### config.mk
export PLATFORM = sky130hd
export DESIGN_NAME = zone_test_led
export DESIGN_NICKNAME = d
export VERILOG_FILES = /design/src/zone_test_pkg.sv /design/src/press_timer.sv /design/src/zone_test_led.sv
export SDC_FILE = /design/constraint.sdc
export NUM_CORES = 1
export LEC_CHECK = 0
export BUFFER_PORTS_ARGS = -buffer_cell sky130_fd_sc_hd__clkbuf_2
export CORE_MARGIN = 4
export CORE_UTILIZATION = 30
export DETAILED_ROUTE_END_ITERATION = 16
export GPL_TIMING_DRIVEN = 0
export PLACE_DENSITY = 0.41
export SLEW_MARGIN = 20
export SYNTH_ARGS = -nofsm -noshare
export SYNTH_HDL_FRONTEND = slang
export SYNTH_SLANG_ARGS = --single-unit
### constraint.sdc
create_clock -name core_clk -period 10.7 [get_ports core_clk]
set_input_delay 0 -clock core_clk [delete_from_list [all_inputs] [get_ports core_clk]]
set_output_delay 0 -clock core_clk [all_outputs]
set_load 0.05 [all_outputs]
### src/zone_test_pkg.sv
// constants for the zone controller lamp and output test block
// assumes a 50 MHz core clock and a slow tick derived inside the block
package zone_test_pkg;

   // clock
   localparam int unsigned CLK_HZ          = 50_000_000;
   localparam int unsigned TICK_MS         = 1;
   localparam int unsigned TICK_CYC        = CLK_HZ / 1000 * TICK_MS;

   // timings in milliseconds, converted to ticks
   localparam int unsigned TEST_MIN_MS     = 2000;
   localparam int unsigned TEST_MAX_MS     = 5000;
   localparam int unsigned SVC_UNINST_MS   = 15000;
   localparam int unsigned WINK_HALF_MS    = 250;
   localparam int unsigned WINK_TOTAL_MS   = 10000;
   localparam int unsigned STEP_GAP_MS     = 1000;
   localparam int unsigned TEST_TIMEOUT_MIN = 60;
   localparam int unsigned TEST_TIMEOUT_MS = TEST_TIMEOUT_MIN * 60 * 1000;
   localparam int unsigned FLASH_PERIOD_MS = 1000;
   localparam int unsigned BLINK_ON_MS     = 200;
   localparam int unsigned BLINK_SLOT_MS   = 400;
   localparam int unsigned PATTERN_MS      = 2000;
   localparam int unsigned ACT_HALF_MS     = 100;

   localparam int unsigned TIMER_W         = 22;

   // fan speed encoding on the three fan outputs
   localparam logic [2:0] FAN_OFF          = 3'h0;
   localparam logic [2:0] FAN_HIGH         = 3'h4;
   localparam logic [2:0] FAN_MED          = 3'h2;
   localparam logic [2:0] FAN_LOW          = 3'h1;

   typedef enum logic [3:0]
   {
      ST_NORMAL  = 4'h0,
      ST_OFF     = 4'h1,
      ST_FAN_HI  = 4'h2,
      ST_FAN_MED = 4'h3,
      ST_FAN_LOW = 4'h4,
      ST_COOL    = 4'h5,
      ST_HEAT    = 4'h6,
      ST_DAMPER  = 4'h7,
      ST_EXIT    = 4'h8
   } test_step_t;

endpackage : zone_test_pkg
### src/press_timer.sv
// button synchroniser with held-time measurement in ticks
// assumes a raw asynchronous button level and a one-cycle tick strobe
`timescale 1ns/100ps
module press_timer
#(
   parameter int unsigned W = 22
)
(
   // clocking
   input  wire logic          core_clk,
   input  wire logic          sys_rst,
   input  wire logic          clk_en,
   input  wire logic          tick,
   // button
   input  wire logic          button_raw,
   // results
   output logic               held,
   output logic               released,
   output logic [W-1:0]       held_ticks
);

   initial
   begin
      if (W < 2)
         $error("press_timer width too small");
   end

   logic sync_a;
   logic sync_b;

   // two stages: the first is read by nothing but the second
   always_ff @(posedge core_clk or posedge sys_rst)
   begin
      if (sys_rst)
      begin
         sync_a <= 1'b0;
         sync_b <= 1'b0;
      end
      else if (clk_en)
      begin
         sync_a <= button_raw;
         sync_b <= sync_a;
      end
   end

   always_ff @(posedge core_clk or posedge sys_rst)
   begin
      if (sys_rst)
         held <= 1'b0;
      else if (clk_en)
         held <= sync_b;
   end

   assign released = held & ~sync_b;

   // saturating count so a very long hold cannot wrap to a short one
   always_ff @(posedge core_clk or posedge sys_rst)
   begin
      if (sys_rst)
         held_ticks <= '0;
      else if (clk_en)
      begin
         if (!sync_b)
            held_ticks <= '0;
         else if (tick && held_ticks != {W{1'b1}})
            held_ticks <= held_ticks + W'(1);
      end
   end

endmodule : press_timer

### src/zone_test_led.sv
// lamp patterns, maintenance button handling and stepwise output test
// assumes raw buttons from pins; diagnostic, link and config levels are synchronous
`timescale 1ns/100ps
module zone_test_led
#(
   parameter int unsigned TIMEOUT_TICKS = zone_test_pkg::TEST_TIMEOUT_MS / zone_test_pkg::TICK_MS,
   parameter int unsigned TICK_CYCLES   = zone_test_pkg::TICK_CYC
)
(
   // clocking
   input  wire logic       core_clk,
   input  wire logic       sys_rst,
   input  wire logic       clk_en,
   // operator buttons, raw pins
   input  wire logic       test_button,
   input  wire logic       maint_button,
   // controller state
   input  wire logic       diag_active,
   input  wire logic       controller_failed,
   input  wire logic       restore_needed,
   input  wire logic       identify_req,
   input  wire logic       net_traffic,
   input  wire logic       link_abnormal,
   input  wire logic       out6_is_damper,
   // normal control outputs from the regulator
   input  wire logic [2:0] norm_fan,
   input  wire logic       norm_cool,
   input  wire logic       norm_heat,
   input  wire logic       norm_damper,
   // lamps
   output logic            power_ok_indicator,
   output logic            link_activity_indicator,
   output logic            maintenance_alert_indicator,
   // unit outputs
   output logic [2:0]      fan_speed_outputs,
   output logic            cooling_output,
   output logic            heating_output,
   output logic            fresh_air_damper_output,
   // controller actions
   output logic            test_active,
   output logic            min_time_bypass,
   output logic            auto_diag_reset_en,
   output logic            diag_clear,
   output logic            controller_reset,
   output logic            network_leave,
   output logic            unit_shutdown
);

   localparam int unsigned W = zone_test_pkg::TIMER_W;
   localparam logic [W-1:0] T_MIN   = W'(zone_test_pkg::TEST_MIN_MS / zone_test_pkg::TICK_MS);
   localparam logic [W-1:0] T_MAX   = W'(zone_test_pkg::TEST_MAX_MS / zone_test_pkg::TICK_MS);
   localparam logic [W-1:0] T_SVC   = W'(zone_test_pkg::SVC_UNINST_MS / zone_test_pkg::TICK_MS);
   localparam logic [W-1:0] T_WHALF = W'(zone_test_pkg::WINK_HALF_MS / zone_test_pkg::TICK_MS);
   localparam logic [W-1:0] T_WINK  = W'(zone_test_pkg::WINK_TOTAL_MS / zone_test_pkg::TICK_MS);
   localparam logic [W-1:0] T_GAP   = W'(zone_test_pkg::STEP_GAP_MS / zone_test_pkg::TICK_MS);
   localparam logic [W-1:0] T_TOUT  = W'(TIMEOUT_TICKS);
   localparam logic [W-1:0] T_FLASH = W'(zone_test_pkg::FLASH_PERIOD_MS / zone_test_pkg::TICK_MS);
   localparam logic [W-1:0] T_BON   = W'(zone_test_pkg::BLINK_ON_MS / zone_test_pkg::TICK_MS);
   localparam logic [W-1:0] T_BSLOT = W'(zone_test_pkg::BLINK_SLOT_MS / zone_test_pkg::TICK_MS);
   localparam logic [W-1:0] T_PAT   = W'(zone_test_pkg::PATTERN_MS / zone_test_pkg::TICK_MS);
   localparam logic [W-1:0] T_ACT   = W'(zone_test_pkg::ACT_HALF_MS / zone_test_pkg::TICK_MS);

   initial
   begin
      if (TIMEOUT_TICKS < 2 || TIMEOUT_TICKS >= (1 << W) || TICK_CYCLES < 1)
         $error("zone_test_led parameters out of range");
   end

   // ----------------------------------------------------------------
   // tick and buttons
   // ----------------------------------------------------------------
   logic [31:0]  tick_cnt;
   logic         tick;
   always_ff @(posedge core_clk or posedge sys_rst)
   begin
      if (sys_rst)
         tick_cnt <= 32'h0;
      else if (clk_en)
         tick_cnt <= (tick_cnt >= TICK_CYCLES - 1) ? 32'h0 : tick_cnt + 32'h1;
   end
   assign tick = clk_en && (tick_cnt == 32'h0);

   logic         test_held;
   logic         test_rel;
   logic [W-1:0] test_ticks;
   logic         maint_held;
   logic [W-1:0] maint_ticks;

   press_timer #(.W(W)) u_test
   (
      .core_clk   (core_clk),
      .sys_rst    (sys_rst),
      .clk_en     (clk_en),
      .tick       (tick),
      .button_raw (test_button),
      .held       (test_held),
      .released   (test_rel),
      .held_ticks (test_ticks)
   );

   press_timer #(.W(W)) u_maint
   (
      .core_clk   (core_clk),
      .sys_rst    (sys_rst),
      .clk_en     (clk_en),
      .tick       (tick),
      .button_raw (maint_button),
      .held       (maint_held),
      .released   (),
      .held_ticks (maint_ticks)
   );

   // ----------------------------------------------------------------
   // test step sequencer
   // ----------------------------------------------------------------
   zone_test_pkg::test_step_t step;
   logic [W-1:0] step_time;
   logic         entry_ok;
   logic         adv_ok;
   logic         timeout;

   assign entry_ok = test_rel && test_ticks >= T_MIN && test_ticks <= T_MAX;
   assign adv_ok   = test_rel && step_time >= T_GAP;
   assign timeout  = step_time >= T_TOUT;

   always_ff @(posedge core_clk or posedge sys_rst)
   begin
      if (sys_rst)
         step <= zone_test_pkg::ST_NORMAL;
      else if (clk_en)
      begin
         case (step)
            zone_test_pkg::ST_NORMAL:
               if (entry_ok && !network_leave)
                  step <= zone_test_pkg::ST_OFF;
            zone_test_pkg::ST_EXIT:
               step <= zone_test_pkg::ST_NORMAL;
            default:
               if (timeout)
                  step <= zone_test_pkg::ST_NORMAL;
               else if (adv_ok)
                  step <= zone_test_pkg::test_step_t'(step + 4'h1);
         endcase
      end
   end

   // time spent in the current step; restarts on every advance
   always_ff @(posedge core_clk or posedge sys_rst)
   begin
      if (sys_rst)
         step_time <= '0;
      else if (clk_en)
      begin
         if (step == zone_test_pkg::ST_NORMAL || adv_ok)
            step_time <= '0;
         else if (tick && step_time != {W{1'b1}})
            step_time <= step_time + W'(1);
      end
   end

   // ----------------------------------------------------------------
   // unit outputs and controller actions
   // ----------------------------------------------------------------
   logic in_test;
   logic clear_due;
   assign in_test = step != zone_test_pkg::ST_NORMAL;

   always_ff @(posedge core_clk or posedge sys_rst)
   begin
      if (sys_rst)
      begin
         fan_speed_outputs       <= zone_test_pkg::FAN_OFF;
         cooling_output          <= 1'b0;
         heating_output          <= 1'b0;
         fresh_air_damper_output <= 1'b0;
      end
      else if (clk_en)
      begin
         fan_speed_outputs       <= zone_test_pkg::FAN_OFF;
         cooling_output          <= 1'b0;
         heating_output          <= 1'b0;
         fresh_air_damper_output <= 1'b0;
         case (step)
            zone_test_pkg::ST_NORMAL:
               if (!unit_shutdown)
               begin
                  fan_speed_outputs       <= norm_fan;
                  cooling_output          <= norm_cool;
                  heating_output          <= norm_heat;
                  fresh_air_damper_output <= norm_damper;
               end
            zone_test_pkg::ST_FAN_HI:  fan_speed_outputs <= zone_test_pkg::FAN_HIGH;
            zone_test_pkg::ST_FAN_MED: fan_speed_outputs <= zone_test_pkg::FAN_MED;
            zone_test_pkg::ST_FAN_LOW: fan_speed_outputs <= zone_test_pkg::FAN_LOW;
            zone_test_pkg::ST_COOL:
            begin
               fan_speed_outputs <= zone_test_pkg::FAN_HIGH;
               cooling_output    <= 1'b1;
            end
            zone_test_pkg::ST_HEAT:
            begin
               fan_speed_outputs <= zone_test_pkg::FAN_HIGH;
               heating_output    <= 1'b1;
            end
            zone_test_pkg::ST_DAMPER:
            begin
               fan_speed_outputs       <= zone_test_pkg::FAN_HIGH;
               fresh_air_damper_output <= out6_is_damper;
            end
            default: ;
         endcase
      end
   end

   // outputs switch straight with the step: minimum-time logic sits in the
   // regulator and is told to stand aside
   always_ff @(posedge core_clk or posedge sys_rst)
   begin
      if (sys_rst)
      begin
         test_active        <= 1'b0;
         min_time_bypass    <= 1'b0;
         auto_diag_reset_en <= 1'b1;
         clear_due          <= 1'b0;
         diag_clear         <= 1'b0;
         controller_reset   <= 1'b0;
      end
      else if (clk_en)
      begin
         test_active        <= in_test;
         min_time_bypass    <= in_test;
         auto_diag_reset_en <= !in_test;
         // marked on entry to ST_OFF and again on the advance out of it, not on the tick-paced step timer, so each
         // clear is one cycle whatever the tick phase; each goes out after the outputs are forced off
         clear_due          <= (step == zone_test_pkg::ST_OFF && !test_active)
                               || (step == zone_test_pkg::ST_OFF && adv_ok && !timeout);
         diag_clear         <= clear_due;
         controller_reset   <= step == zone_test_pkg::ST_EXIT;
      end
   end

   // ----------------------------------------------------------------
   // maintenance button and lamp
   // ----------------------------------------------------------------
   logic [W-1:0] flash_t;
   always_ff @(posedge core_clk or posedge sys_rst)
   begin
      if (sys_rst)
         flash_t <= '0;
      else if (tick)
         flash_t <= (flash_t >= T_FLASH - W'(1)) ? '0 : flash_t + W'(1);
   end

   // uninstall latches until sys_rst, as controller_reset does not clear it; holding on cannot undo it
   always_ff @(posedge core_clk or posedge sys_rst)
   begin
      if (sys_rst)
      begin
         network_leave <= 1'b0;
         unit_shutdown <= 1'b0;
      end
      else if (clk_en)
      begin
         if (maint_held && maint_ticks > T_SVC)
         begin
            network_leave <= 1'b1;
            unit_shutdown <= 1'b1;
         end
      end
   end

   always_ff @(posedge core_clk or posedge sys_rst)
   begin
      if (sys_rst)
         maintenance_alert_indicator <= 1'b0;
      else if (clk_en)
      begin
         if (maint_held || controller_failed)
            maintenance_alert_indicator <= 1'b1;
         else if (restore_needed)
            maintenance_alert_indicator <= flash_t < (T_FLASH >> 1);
         else
            maintenance_alert_indicator <= 1'b0;
      end
   end

   // ----------------------------------------------------------------
   // identify and power lamp
   // ----------------------------------------------------------------
   logic [W-1:0] wink_t;
   logic         wink;
   always_ff @(posedge core_clk or posedge sys_rst)
   begin
      if (sys_rst)
      begin
         wink   <= 1'b0;
         wink_t <= '0;
      end
      else if (clk_en)
      begin
         if (identify_req)
         begin
            wink   <= 1'b1;
            wink_t <= '0;
         end
         else if (wink && tick)
         begin
            wink_t <= wink_t + W'(1);
            if (wink_t >= T_WINK - W'(1))
               wink <= 1'b0;
         end
      end
   end

   logic [W-1:0] pat_t;
   always_ff @(posedge core_clk or posedge sys_rst)
   begin
      if (sys_rst)
         pat_t <= '0;
      else if (tick)
         pat_t <= (pat_t >= T_PAT - W'(1)) ? '0 : pat_t + W'(1);
   end

   logic blink1;
   logic blink2;
   logic wink_on;
   assign blink1  = pat_t < T_BON;
   assign blink2  = blink1 || (pat_t >= T_BSLOT && pat_t < T_BSLOT + T_BON);
   assign wink_on = ((wink_t / T_WHALF) & W'(1)) == '0;

   always_ff @(posedge core_clk or posedge sys_rst)
   begin
      if (sys_rst)
         power_ok_indicator <= 1'b0;
      else if (clk_en)
      begin
         if (test_held)
            power_ok_indicator <= 1'b0;
         else if (wink)
            power_ok_indicator <= wink_on;
         else if (in_test)
            power_ok_indicator <= diag_active ? blink2 : blink1;
         else
            power_ok_indicator <= !unit_shutdown;
      end
   end

   // ----------------------------------------------------------------
   // link lamp
   // ----------------------------------------------------------------
   logic [W-1:0] act_t;
   logic         act_ph;
   always_ff @(posedge core_clk or posedge sys_rst)
   begin
      if (sys_rst)
      begin
         act_t  <= '0;
         act_ph <= 1'b0;
      end
      else if (tick)
      begin
         act_t <= (act_t >= T_ACT - W'(1)) ? '0 : act_t + W'(1);
         if (act_t >= T_ACT - W'(1))
            act_ph <= !act_ph;
      end
   end

   always_ff @(posedge core_clk or posedge sys_rst)
   begin
      if (sys_rst)
         link_activity_indicator <= 1'b0;
      else if (clk_en)
      begin
         if (link_abnormal)
            link_activity_indicator <= 1'b1;
         else if (net_traffic)
            link_activity_indicator <= act_ph;
         else
            link_activity_indicator <= 1'b0;
      end
   end

   // ----------------------------------------------------------------
   // checks
   // ----------------------------------------------------------------
   maint_dark_a: assert property (@(posedge core_clk) disable iff (sys_rst)
      clk_en && !maint_held && !controller_failed && !restore_needed |=> !maintenance_alert_indicator)
      else $error("maintenance lamp lit in normal state");
   maint_steady_a: assert property (@(posedge core_clk) disable iff (sys_rst)
      clk_en && controller_failed |=> maintenance_alert_indicator)
      else $error("maintenance lamp dark on failure");
   uninstall_a: assert property (@(posedge core_clk) disable iff (sys_rst)
      $rose(network_leave) |-> $past(maint_ticks) > T_SVC)
      else $error("uninstall before hold time");
   test_dark_a: assert property (@(posedge core_clk) disable iff (sys_rst)
      clk_en && test_held |=> !power_ok_indicator)
      else $error("power lamp lit while test pressed");
   link_dark_a: assert property (@(posedge core_clk) disable iff (sys_rst)
      clk_en && !net_traffic && !link_abnormal |=> !link_activity_indicator)
      else $error("link lamp lit without traffic");
   entry_window_a: assert property (@(posedge core_clk) disable iff (sys_rst)
      step == zone_test_pkg::ST_NORMAL && clk_en && test_rel && (test_ticks < T_MIN || test_ticks > T_MAX)
      |=> step == zone_test_pkg::ST_NORMAL)
      else $error("test entered with bad hold");
   step_gap_a: assert property (@(posedge core_clk) disable iff (sys_rst)
      in_test && step != zone_test_pkg::ST_OFF && $changed(step) && step != zone_test_pkg::ST_NORMAL
      |-> $past(step_time) >= T_GAP && $past(test_rel))
      else $error("step advanced too fast or without press");
   exit_reset_a: assert property (@(posedge core_clk) disable iff (sys_rst)
      clk_en && step == zone_test_pkg::ST_EXIT |=> controller_reset && step == zone_test_pkg::ST_NORMAL)
      else $error("exit step gave no reset");
   auto_reset_a: assert property (@(posedge core_clk) disable iff (sys_rst)
      clk_en && in_test |=> !auto_diag_reset_en)
      else $error("auto diagnostic reset left on in test");
   damper_cfg_a: assert property (@(posedge core_clk) disable iff (sys_rst)
      clk_en && step == zone_test_pkg::ST_DAMPER && !out6_is_damper |=> !fresh_air_damper_output)
      else $error("damper energised without configuration");

endmodule : zone_test_led

==> flow_metrics.py, run 1 <==
metrics = {
    "detailed_routing": {
        "wl_met3_um": 1110,
        "wl_met1_um": 21200,
        "ant_nets": 0,
        "wl_met2_um": 18900,
        "vias_per_cell": 5.33,
        "wl_um": 41800,
        "routed.top_layer": "met4",
        "drt_iter0_markers": 820,
        "drcViolationCount": 0,
        "avgRoutedWirePerCell_um": 16.6,
        "firstDrtPassIters": 5,
        "num_vias": 13400,
    },
    "logic_synthesis": {
        "yosys_register_bits": 213,
        "syn_inst": 1765,
        "yosys_warnings": 0,
        "yosys.area.top_type": "dfrtp_1",
        "synth_area_per_cell_um2": 8.29,
        "synth.most_common_cell": "nor2_1",
        "syn_nets": 1801,
        "synth_commonest_cells": "251 x nor2_1, 212 x dfrtp_1, 159 x nand2_1, 106 x a21oi_1, 102 x o21ai_0",
        "synth_area_um2": 14600,
        "ys_top_cells_by_area": "dfrtp_1 36%, nor2_1 6.4%, nand2_1 4.1%, a21oi_1 3.6%, o21ai_0 3.5%",
        "synth_ff_type": "dfrtp_1",
        "ys_types": 110,
        "synthArstFlopShare_pct": 100,
        "synth_top_area_share_pct": 36.3,
        "synth_edf_count": 0,
        "ys_seq_area_share_pct": 36.4,
    },
    "timing": {
        "fin_ws_ns": 0.442,
        "tightestPinTransition_ns": 1.15,
        "fmax_mhz": 97.5,
        "relSlewSlack_pct": 23.0,
        "period_share_pct": 95.9,
        "period_minus_slack_ns": 10.26,
        "hold_viol": 0,
        "setup_violations": 0,
        "fin_skew_ns": 0.0130,
        "finalMaxSlewViolations": 0,
    },
    "grt": {
        "grt-ovfl-total": 0,
        "grt_pass1_wl_um": 69500,
        "grt.total_usage_pct": 15.6,
        "antenna_found_initial": 1,
        "grt_pass1_vias": 13100,
        "grt_max_degree": 94,
    },
    "worst_setup_path": {
        "required_ns": 11.11,
        "crit_path_frequent_cell": "buf_2",
        "cpMaxStageDelayCell": "or4_4",
        "cp.arrival_ns": 10.67,
        "criticalPathCategory": "register to register",
        "critPathLaunchType": "register",
        "path_buf_inv": 6,
        "cp_slowest_stage_delay_ns": 0.58,
        "crit_fanout": 10,
        "worst_path_dominant_cell_family": "compound AO/OA/AOI/OAI gates",
        "critPathCaptureType": "register",
        "crit_cells": 39,
        "r2r_cells": 39,
    },
    "floorplanning": {
        "fp.coreArea_um2": 47900,
        "start_util_pct": 30.5,
        "num_rows": 80,
        "chipHeight_um": 229,
        "dieArea_um2": 52400,
        "die_x_um": 229,
        "io_pins": 34,
    },
    "run": {
        "max-cap-violations": 0,
    },
    "cells_and_area": {
        "multiInputGateArea_um2": 9230,
        "nFillCells": 4925,
        "fin_nets": 1922,
        "syn_to_final_growth_pct": 19.6,
        "drive_gt1_share_pct": 14.6,
        "regArea_um2": 5330,
        "fin_area_um2": 17500,
    },
    "power_and_ir_drop": {
        "p_leak_nw": 7.09,
        "ir_drop_mv": 0.114,
        "power.density_nw_per_um2": 115,
    },
    "clock_tree": {
        "htreeDepth": 1,
        "clkTransAtPathRegs_ns": 0.06,
        "cts.sinks": 213,
        "worstSkewPairLatency_ns": 0.54,
        "cts_tree": "yes",
        "clock_path_buffers": 3,
        "cts_made_buffers": 26,
        "cts-root-buf": "clkbuf_16",
    },
    "status": {
        "outcome": "finished, final reports clean",
    },
    "placed_design": {
        "port_buffers": 33,
        "dp_hpwl_um": 30300,
        "finalWeightedCongestion": 0.808,
        "pre_cts_slack_ns": -0.733,
        "postPlaceCellArea_um2": 15600,
    },
    "worst_hold_path": {
        "hp-class": "primary input to asynchronous set/reset pin",
    },
}
## worst register-to-register path, delay by kind of cell, from the launching register on
family	cells	cell delay (ns)
buf+inv	6	1.02
fa+ha+maj	1	0.28
xor+xnor	1	0.13
simple gates	9	2.71
flops	1	0.35
compound gates	14	3.32
mux	8	2.32
## sequential cells by signal (all words and copies together) (netlist names), 3 cells and up
signal,cells
act_t,22
fan_speed_outputs,3
u_maint.held_ticks,22
tick_cnt,32
wink_t,22
u_test.held_ticks,22
step_time,22
flash_t,22
step,4
pat_t,22
## power by group
group / total (mW) / internal, mW / switching, mW
clock: 0.912 / 0.557 / 0.355
combinational: 0.202 / 0.0700 / 0.132
sequential: 0.893 / 0.846 / 0.0462
total: 2.01 / 1.47 / 0.533
## final timing paths
check | from | slack, ns | to
max in group asynchronous | sys_rst | 9.81 | power_ok_indicator
setup reg to reg | wink_t[20] | 0.44 | power_ok_indicator
hold reg to reg | u_maint.sync_a | 0.50 | u_maint.sync_a
setup / recovery | wink_t[20] | 0.44 | power_ok_indicator
min in group core_clk | restore_needed | 0.04 | maintenance_alert_indicator
hold / removal | sys_rst | 0.02 | wink_t[20]
## routing by layer
metal  GRT usage [%]  vias up
met1            22.9     6512
li1                -     6697
met4            3.00        0
met5               0        -
met2            24.8      174
met3            1.79       47
## repair_timing
action	4_1_cts	5_1_grt
endpoints found under the hold margin	190	0
endpoints found under the setup margin	1	1
resized for setup	26	67
pin swaps	9	24
setup buffers	11	32
cloned	0	0
hold buffers	15	0
## metrics by stage
stage / util (%) / hold WS [ns] / TNS (ns) / instances / total power [mW]
final: 36.5 / 0.0236 / 0 / 2522 / 2.01
after floorplan: - / 0.108 / 0 / 1765 / 1.04
after global routing: 36.5 / 0.0507 / -0.00653 / 2522 / 2.12
after CTS: 35.3 / 0.0165 / 0 / 2491 / 2.05
after detailed placement: 32.6 / 0.0573 / -0.733 / 2417 / 1.11
after global placement: 32.5 / 0.240 / -0.767 / 2413 / 1.10
## cells in the final DEF, fill, tap and decap left out, drive strengths merged, types with 9 or more instances in the layout
cell	n
nor2	256
dfrtp	212
nand2	160
clkbuf	120
a21oi	112
o21ai	108
nand3	82
buf	74
xor2	58
xnor2	52
inv	51
nor3	47
and3	43
nor4	38
nand4	36
a31oi	34
or3	30
and2	25
mux2	21
nor2b	18
ha	18
o211ai	17
a211oi	17
and4	16
o31ai	16
mux2i	16
dlygate4sd3	15
o22ai	14
nand2b	13
clkinv	12
o221ai	11
or2	10
a21o	9
o21a	9
## kinds of logic after synthesis
family                     after synthesis  synth area share [%]
and+or+nand+nor                        800                  27.3
AOI/OAI and AO/OA                      449                  21.2
DFF                                    213                  36.4
buffers and inverters                  133                  3.74
xor gates and xnor gates               110                  6.59
muxes                                   37                  2.84
adders and majority gates               23                  1.89
## final cells by class
class / count / share of cell area (%)
multi-input combinational: 1419 / 52.8
sequential: 213 / 30.5
clock buffer: 39 / 4.52
tap: 615 / 4.40
timing repair buffer: 95 / 4.09
buffer: 75 / 1.94
inverter: 56 / 1.24
clock inverter: 9 / 0.565
antenna: 1 / 0.0143
No activity file was read; power rests on OpenSTA's default activity.
==> run 2: changes to the inputs <==
CORE_ASPECT_RATIO = 0.7   (was default)
TNS_END_PERCENT = 10   (was default)
==> run 2 against run 1 <==
Effect of this change:
- clock skew is 0.0034 ns higher
- largest cell class unchanged
- sequential share of layout area is 0.20 points lower
- sequential power hardly changed
- global-route usage is 0.16 points higher
- die area is 0.11% higher
- flip-flop and latch count stayed put
- setup slack worse by 0.0075 ns
==> flow_metrics.py, run 2 (synthesis gave the netlist of run 1 again) <==
metrics = {
    "worst_setup_path": {
        "critPathLaunchType": "register",
        "required_ns": 11.11,
        "r2r-end": "power_ok_indicator",
        "cp_slowest_stage_delay_ns": 0.60,
        "rrSetupSlack_ns": 0.43,
        "cpMaxStageDelayCell": "or4_4",
        "r2r_cells": 38,
        "critPathCaptureType": "register",
        "cp.arrival_ns": 10.68,
        "regToRegStartpoint": "wink_t[20]",
        "criticalPathCategory": "register to register",
        "crit_fanout": 10,
    },
    "clock_tree": {
        "clkTransAtPathRegs_ns": 0.06,
        "cts_tree": "yes",
        "clock_path_buffers": 3,
        "cts-root-buf": "clkbuf_16",
        "htreeDepth": 1,
        "cts.sinks": 213,
        "worstSkewPairLatency_ns": 0.54,
        "cts_made_buffers": 25,
    },
    "detailed_routing": {
        "vias_per_cell": 5.26,
        "drcViolationCount": 0,
        "firstDrtPassIters": 5,
        "num_vias": 13500,
        "ant_nets": 0,
        "avgRoutedWirePerCell_um": 16.5,
        "wl_um": 42200,
        "drt_iter0_markers": 1096,
    },
    "floorplanning": {
        "io_pins": 34,
        "fp.coreArea_um2": 48000,
        "die_x_um": 272,
        "dieArea_um2": 52400,
        "chipHeight_um": 193,
        "start_util_pct": 30.5,
        "num_rows": 67,
    },
    "status": {
        "outcome": "finished, final reports clean",
    },
    "grt": {
        "grt_pass1_vias": 12500,
        "grt.total_usage_pct": 15.7,
        "antenna_found_initial": 1,
        "grt_max_degree": 78,
        "grt_pass1_wl_um": 69000,
        "grt-ovfl-total": 0,
    },
    "run": {
        "max-cap-violations": 0,
    },
    "timing": {
        "period_share_pct": 95.9,
        "finalMaxSlewViolations": 0,
        "fin_skew_ns": 0.0164,
        "hold_ws_ns": 0.0485,
        "hold_viol": 0,
        "period_minus_slack_ns": 10.27,
        "setup_violations": 0,
        "tightestPinTransition_ns": 1.15,
        "fmax_mhz": 97.4,
        "relSlewSlack_pct": 22.7,
    },
    "cells_and_area": {
        "utilization_pct": 36.7,
        "final_common_cell": "nor2_1",
        "drive_gt1_share_pct": 15.5,
        "syn_to_final_growth_pct": 20.4,
        "fin_nets": 1917,
        "top_register": "tick_cnt",
        "diodes": 0,
        "largest_reg_flops": 32,
        "layout_common_cells": "245 x nor2_1, 211 x dfrtp_1, 158 x nand2_1",
    },
    "worst_hold_path": {
        "hold_path_end": "maintenance_alert_indicator",
        "min_path_cells": 4,
        "hp-class": "primary input to register",
        "hold_start": "restore_needed",
    },
    "power_and_ir_drop": {
        "p_leak_nw": 7.14,
        "ir_drop_mv": 0.122,
        "power.density_nw_per_um2": 115,
    },
    "placed_design": {
        "port_buffers": 33,
        "finalWeightedCongestion": 0.830,
        "dp_hpwl_um": 30500,
    },
}
-- run 2: cell types whose count changed in the layout (fill, tap and decap cells not counted), sizes merged --
cell	delta
clkinv	+1
bufinv	+3
inv	+2
buf	-5
diode	-1
clkbuf	-7
-- run 2: how the worst max path moves through the flow --
| stage | depth (start not counted) | from | slack [ns] | to |
|---|---|---|---|---|
| after floorplan | 39 | wink_t[20] | 1.06 | power_ok_indicator |
| after global placement | 37 | wink_t[21] | -0.85 | power_ok_indicator |
| after detailed placement | 37 | wink_t[21] | -0.80 | power_ok_indicator |
| after CTS | 38 | wink_t[20] | 0.001 | power_ok_indicator |
| after global routing | 38 | wink_t[20] | -0.05 | power_ok_indicator |
| final | 38 | wink_t[20] | 0.43 | power_ok_indicator |
-- run 2: what timing repair did --
item	in CTS	in global routing
pin swaps	8	24
setup endpoints to repair	1	1
hold endpoints to repair	82	0
setup buffers	12	28
hold buffers	15	0
resized for setup	30	87
-- run 2: metal layers --
layer | global-route usage (%) | wire, um | up-vias
met5 | 0 | 0 | -
met1 | 26.3 | 24000 | 6507
li1 | - | - | 6689
met2 | 20.8 | 16100 | 221
met3 | 2.71 | 1760 | 33
met4 | 2.18 | 441 | 0
-- run 2: final cells by class --
type / instances / area (um^2)
timing repair buffer: 91 / 682
clock buffer: 31 / 688
tap: 655 / 820
fill: 4967 / 30400
multi-input combinational: 1419 / 9320
clock inverter: 15 / 208
inverter: 56 / 218
buffer: 75 / 344
sequential: 213 / 5330
-- run 2: through the flow --
step	instances	TNS (ns)	worst slack (ns)	instance area [um^2]	total power, mW
2_1_floorplan	1765	0	1.06	14600	1.04
3_3_place_gp	2453	-0.850	-0.850	15600	1.10
3_5_place_dp	2456	-0.803	-0.803	15700	1.11
4_1_cts	2529	0	0.00150	17000	2.07
5_1_grt	2555	-0.0489	-0.0489	17600	2.14
6_report	2555	0	0.434	17600	2.03
-- run 2: worst max-delay path, delay by kind of cell (launching register included) --
kind,cells,cell delay (ns)
and+or+nand+nor,11,3.48
DFF,1,0.36
xor gates and xnor gates,1,0.13
muxes,7,2.03
buffers and inverters,5,0.87
AOI/OAI and AO/OA,13,2.99
adders and majority gates,1,0.24
-- run 2: power breakdown --
part           internal [mW]  leakage, nW  switching [mW]  total [mW]
clock network          0.577        0.450           0.357       0.935
registers              0.846         2.90          0.0464       0.893
logic                 0.0706         3.79           0.131       0.202
total                   1.49         7.14           0.535        2.03
==> run 3: changes to the inputs <==
clock period = 9.7 ns   (was 10.7 ns; I/O delays follow)
==> run 3 against run 2 <==
Effect of this change:
- sequential power increased by 10%
- the run now ends with negative setup slack left
- largest power group unchanged
- cell count increased by 2.1%
- register-to-register slack got worse by 0.59 ns
- core utilization increased by 2.1 points
==> flow_metrics.py, run 3 (synthesis gave the netlist of run 1 again) <==
metrics = {
    "placed_design": {
        "pre_cts_slack_ns": -1.80,
        "port_buffers": 33,
        "dp_hpwl_um": 30500,
        "finalWeightedCongestion": 0.830,
    },
    "cells_and_area": {
        "layout_common_cells": "243 x nor2_1, 208 x dfrtp_1, 156 x nand2_1",
        "largest_reg_flops": 32,
        "syn_to_final_growth_pct": 27.3,
        "top_register": "tick_cnt",
        "fin_nets": 1969,
        "final_common_cell": "nor2_1",
        "drive_gt1_share_pct": 21.1,
    },
    "grt": {
        "grt_pass1_wl_um": 71600,
        "antenna_found_initial": 1,
        "grt.total_usage_pct": 16.3,
        "grt-ovfl-total": 0,
        "grt_max_degree": 78,
        "grt_pass1_vias": 13100,
    },
    "floorplanning": {
        "io_pins": 34,
        "chipHeight_um": 193,
        "num_rows": 67,
        "die_x_um": 272,
        "fp.coreArea_um2": 48000,
        "dieArea_um2": 52400,
        "start_util_pct": 30.5,
    },
    "worst_setup_path": {
        "regToRegStartpoint": "wink_t[17]",
        "crit_path_frequent_cell": "buf_4",
        "rrSetupSlack_ns": -0.15,
        "cp_slowest_stage_delay_ns": 0.46,
        "required_ns": 10.11,
        "r2r_cells": 40,
        "endpoint": "power_ok_indicator",
        "critPathLaunchType": "register",
        "crit_path_start": "wink_t[17]",
        "criticalPathCategory": "register to register",
        "crit_fanout": 7,
        "cp.arrival_ns": 10.26,
        "cpMaxStageDelayCell": "o41a_1",
        "critPathCaptureType": "register",
        "r2r-end": "power_ok_indicator",
    },
    "clock_tree": {
        "cts.sinks": 213,
        "cts_made_buffers": 25,
        "worstSkewPairLatency_ns": 0.54,
        "clkTransAtPathRegs_ns": 0.06,
        "htreeDepth": 1,
        "cts-root-buf": "clkbuf_16",
        "clock_path_buffers": 3,
        "cts_tree": "yes",
    },
    "detailed_routing": {
        "vias_per_cell": 5.28,
        "wl_um": 43700,
        "drcViolationCount": 0,
        "drt_iter0_markers": 1129,
        "firstDrtPassIters": 7,
        "ant_nets": 0,
        "avgRoutedWirePerCell_um": 16.8,
        "num_vias": 13800,
    },
    "timing": {
        "fin_ws_ns": -0.152,
        "relSlewSlack_pct": 24.4,
        "period_minus_slack_ns": 9.85,
        "hold_viol": 0,
        "hold_ws_ns": 0.0426,
        "tightestPinTransition_ns": 1.12,
        "setup_violations": 1,
        "fmax_mhz": 102,
        "fin_skew_ns": 0.0178,
        "rsz0062_at_grt": "yes",
        "period_share_pct": 102,
        "finalMaxSlewViolations": 0,
    },
    "status": {
        "outcome": "finished with violations",
        "violations": "negative setup slack",
    },
    "power_and_ir_drop": {
        "p_leak_nw": 7.57,
        "ir_drop_mv": 0.134,
        "power.density_nw_per_um2": 120,
    },
    "run": {
        "max-cap-violations": 0,
    },
    "worst_hold_path": {
        "hp-class": "primary input to register",
        "hold_start": "restore_needed",
    },
}
## run 3: cell count changes in the layout (fill, tap and decap cells not counted), sizes merged
cell / delta
buf: +55
diode: +1
clkbuf: -3
## run 3: per-stage QoR
step	total power, mW	cells	area [um^2]	utilization [%]	setup TNS (ns)
floorplan	1.14	1765	14600	-	0
global placement	1.21	2453	15600	32.5	-1.85
detailed placement	1.22	2456	15700	32.7	-1.80
CTS	2.28	2588	18200	37.9	0
global route	2.36	2607	18600	38.8	-0.498
finish	2.24	2608	18600	38.8	-0.152
## run 3: final cells by class
cell class,instances,area (um^2)
fillers,4891,29400
multi-input cells,1419,9890
flip-flops and latches,213,5340
repair buffers,145,1090
well taps,655,820
clock buffers,31,688
plain buffers,73,372
inverters,56,218
clock inverters,15,208
diodes,1,2.50
## run 3: per-layer routing
| metal | wire (um) | share of wire [%] | vias up | global-route usage, % |
|---|---|---|---|---|
| li1 | - | - | 6809 | - |
| met1 | 24300 | 56 | 6676 | 26.8 |
| met2 | 17000 | 39 | 228 | 22.4 |
| met3 | 1810 | 4.1 | 51 | 2.46 |
| met4 | 584 | 1.3 | 0 | 2.20 |
| met5 | 0 | 0 | - | 0 |
## run 3: how the worst min path moves through the flow
| stage | to | slack (ns) | cells after the start |
|---|---|---|---|
| after floorplan | wink_t[3] | 0.11 | 1 |
| after global placement | u_maint.sync_a | 0.24 | 2 |
| after detailed placement | wink_t[11] | 0.12 | 2 |
| after CTS | maintenance_alert_indicator | 0.03 | 4 |
| after global routing | maintenance_alert_indicator | 0.08 | 4 |
| final | maintenance_alert_indicator | 0.04 | 4 |
## run 3: timing repair
item | in CTS | in global routing
pin swaps | 56 | 35
resized for setup | 189 | 52
setup endpoints to repair | 1 | 1
buffers inserted | 75 | 20
hold buffers | 15 | 0
hold endpoints to repair | 82 | 0
## run 3: report_power, final
part / internal (mW) / switching, mW / total, mW
logic: 0.0779 / 0.145 / 0.223
clock network: 0.637 / 0.395 / 1.03
registers: 0.933 / 0.0510 / 0.984
total: 1.65 / 0.591 / 2.24
## run 3: worst max-delay path, delay by kind of cell (launching register included)
kind / cells / cell delay [ns]
fa+ha+maj: 1 / 0.27
compound gates: 20 / 4.56
buf+inv: 7 / 1.04
mux: 6 / 1.71
simple gates: 6 / 1.66
flops: 1 / 0.44
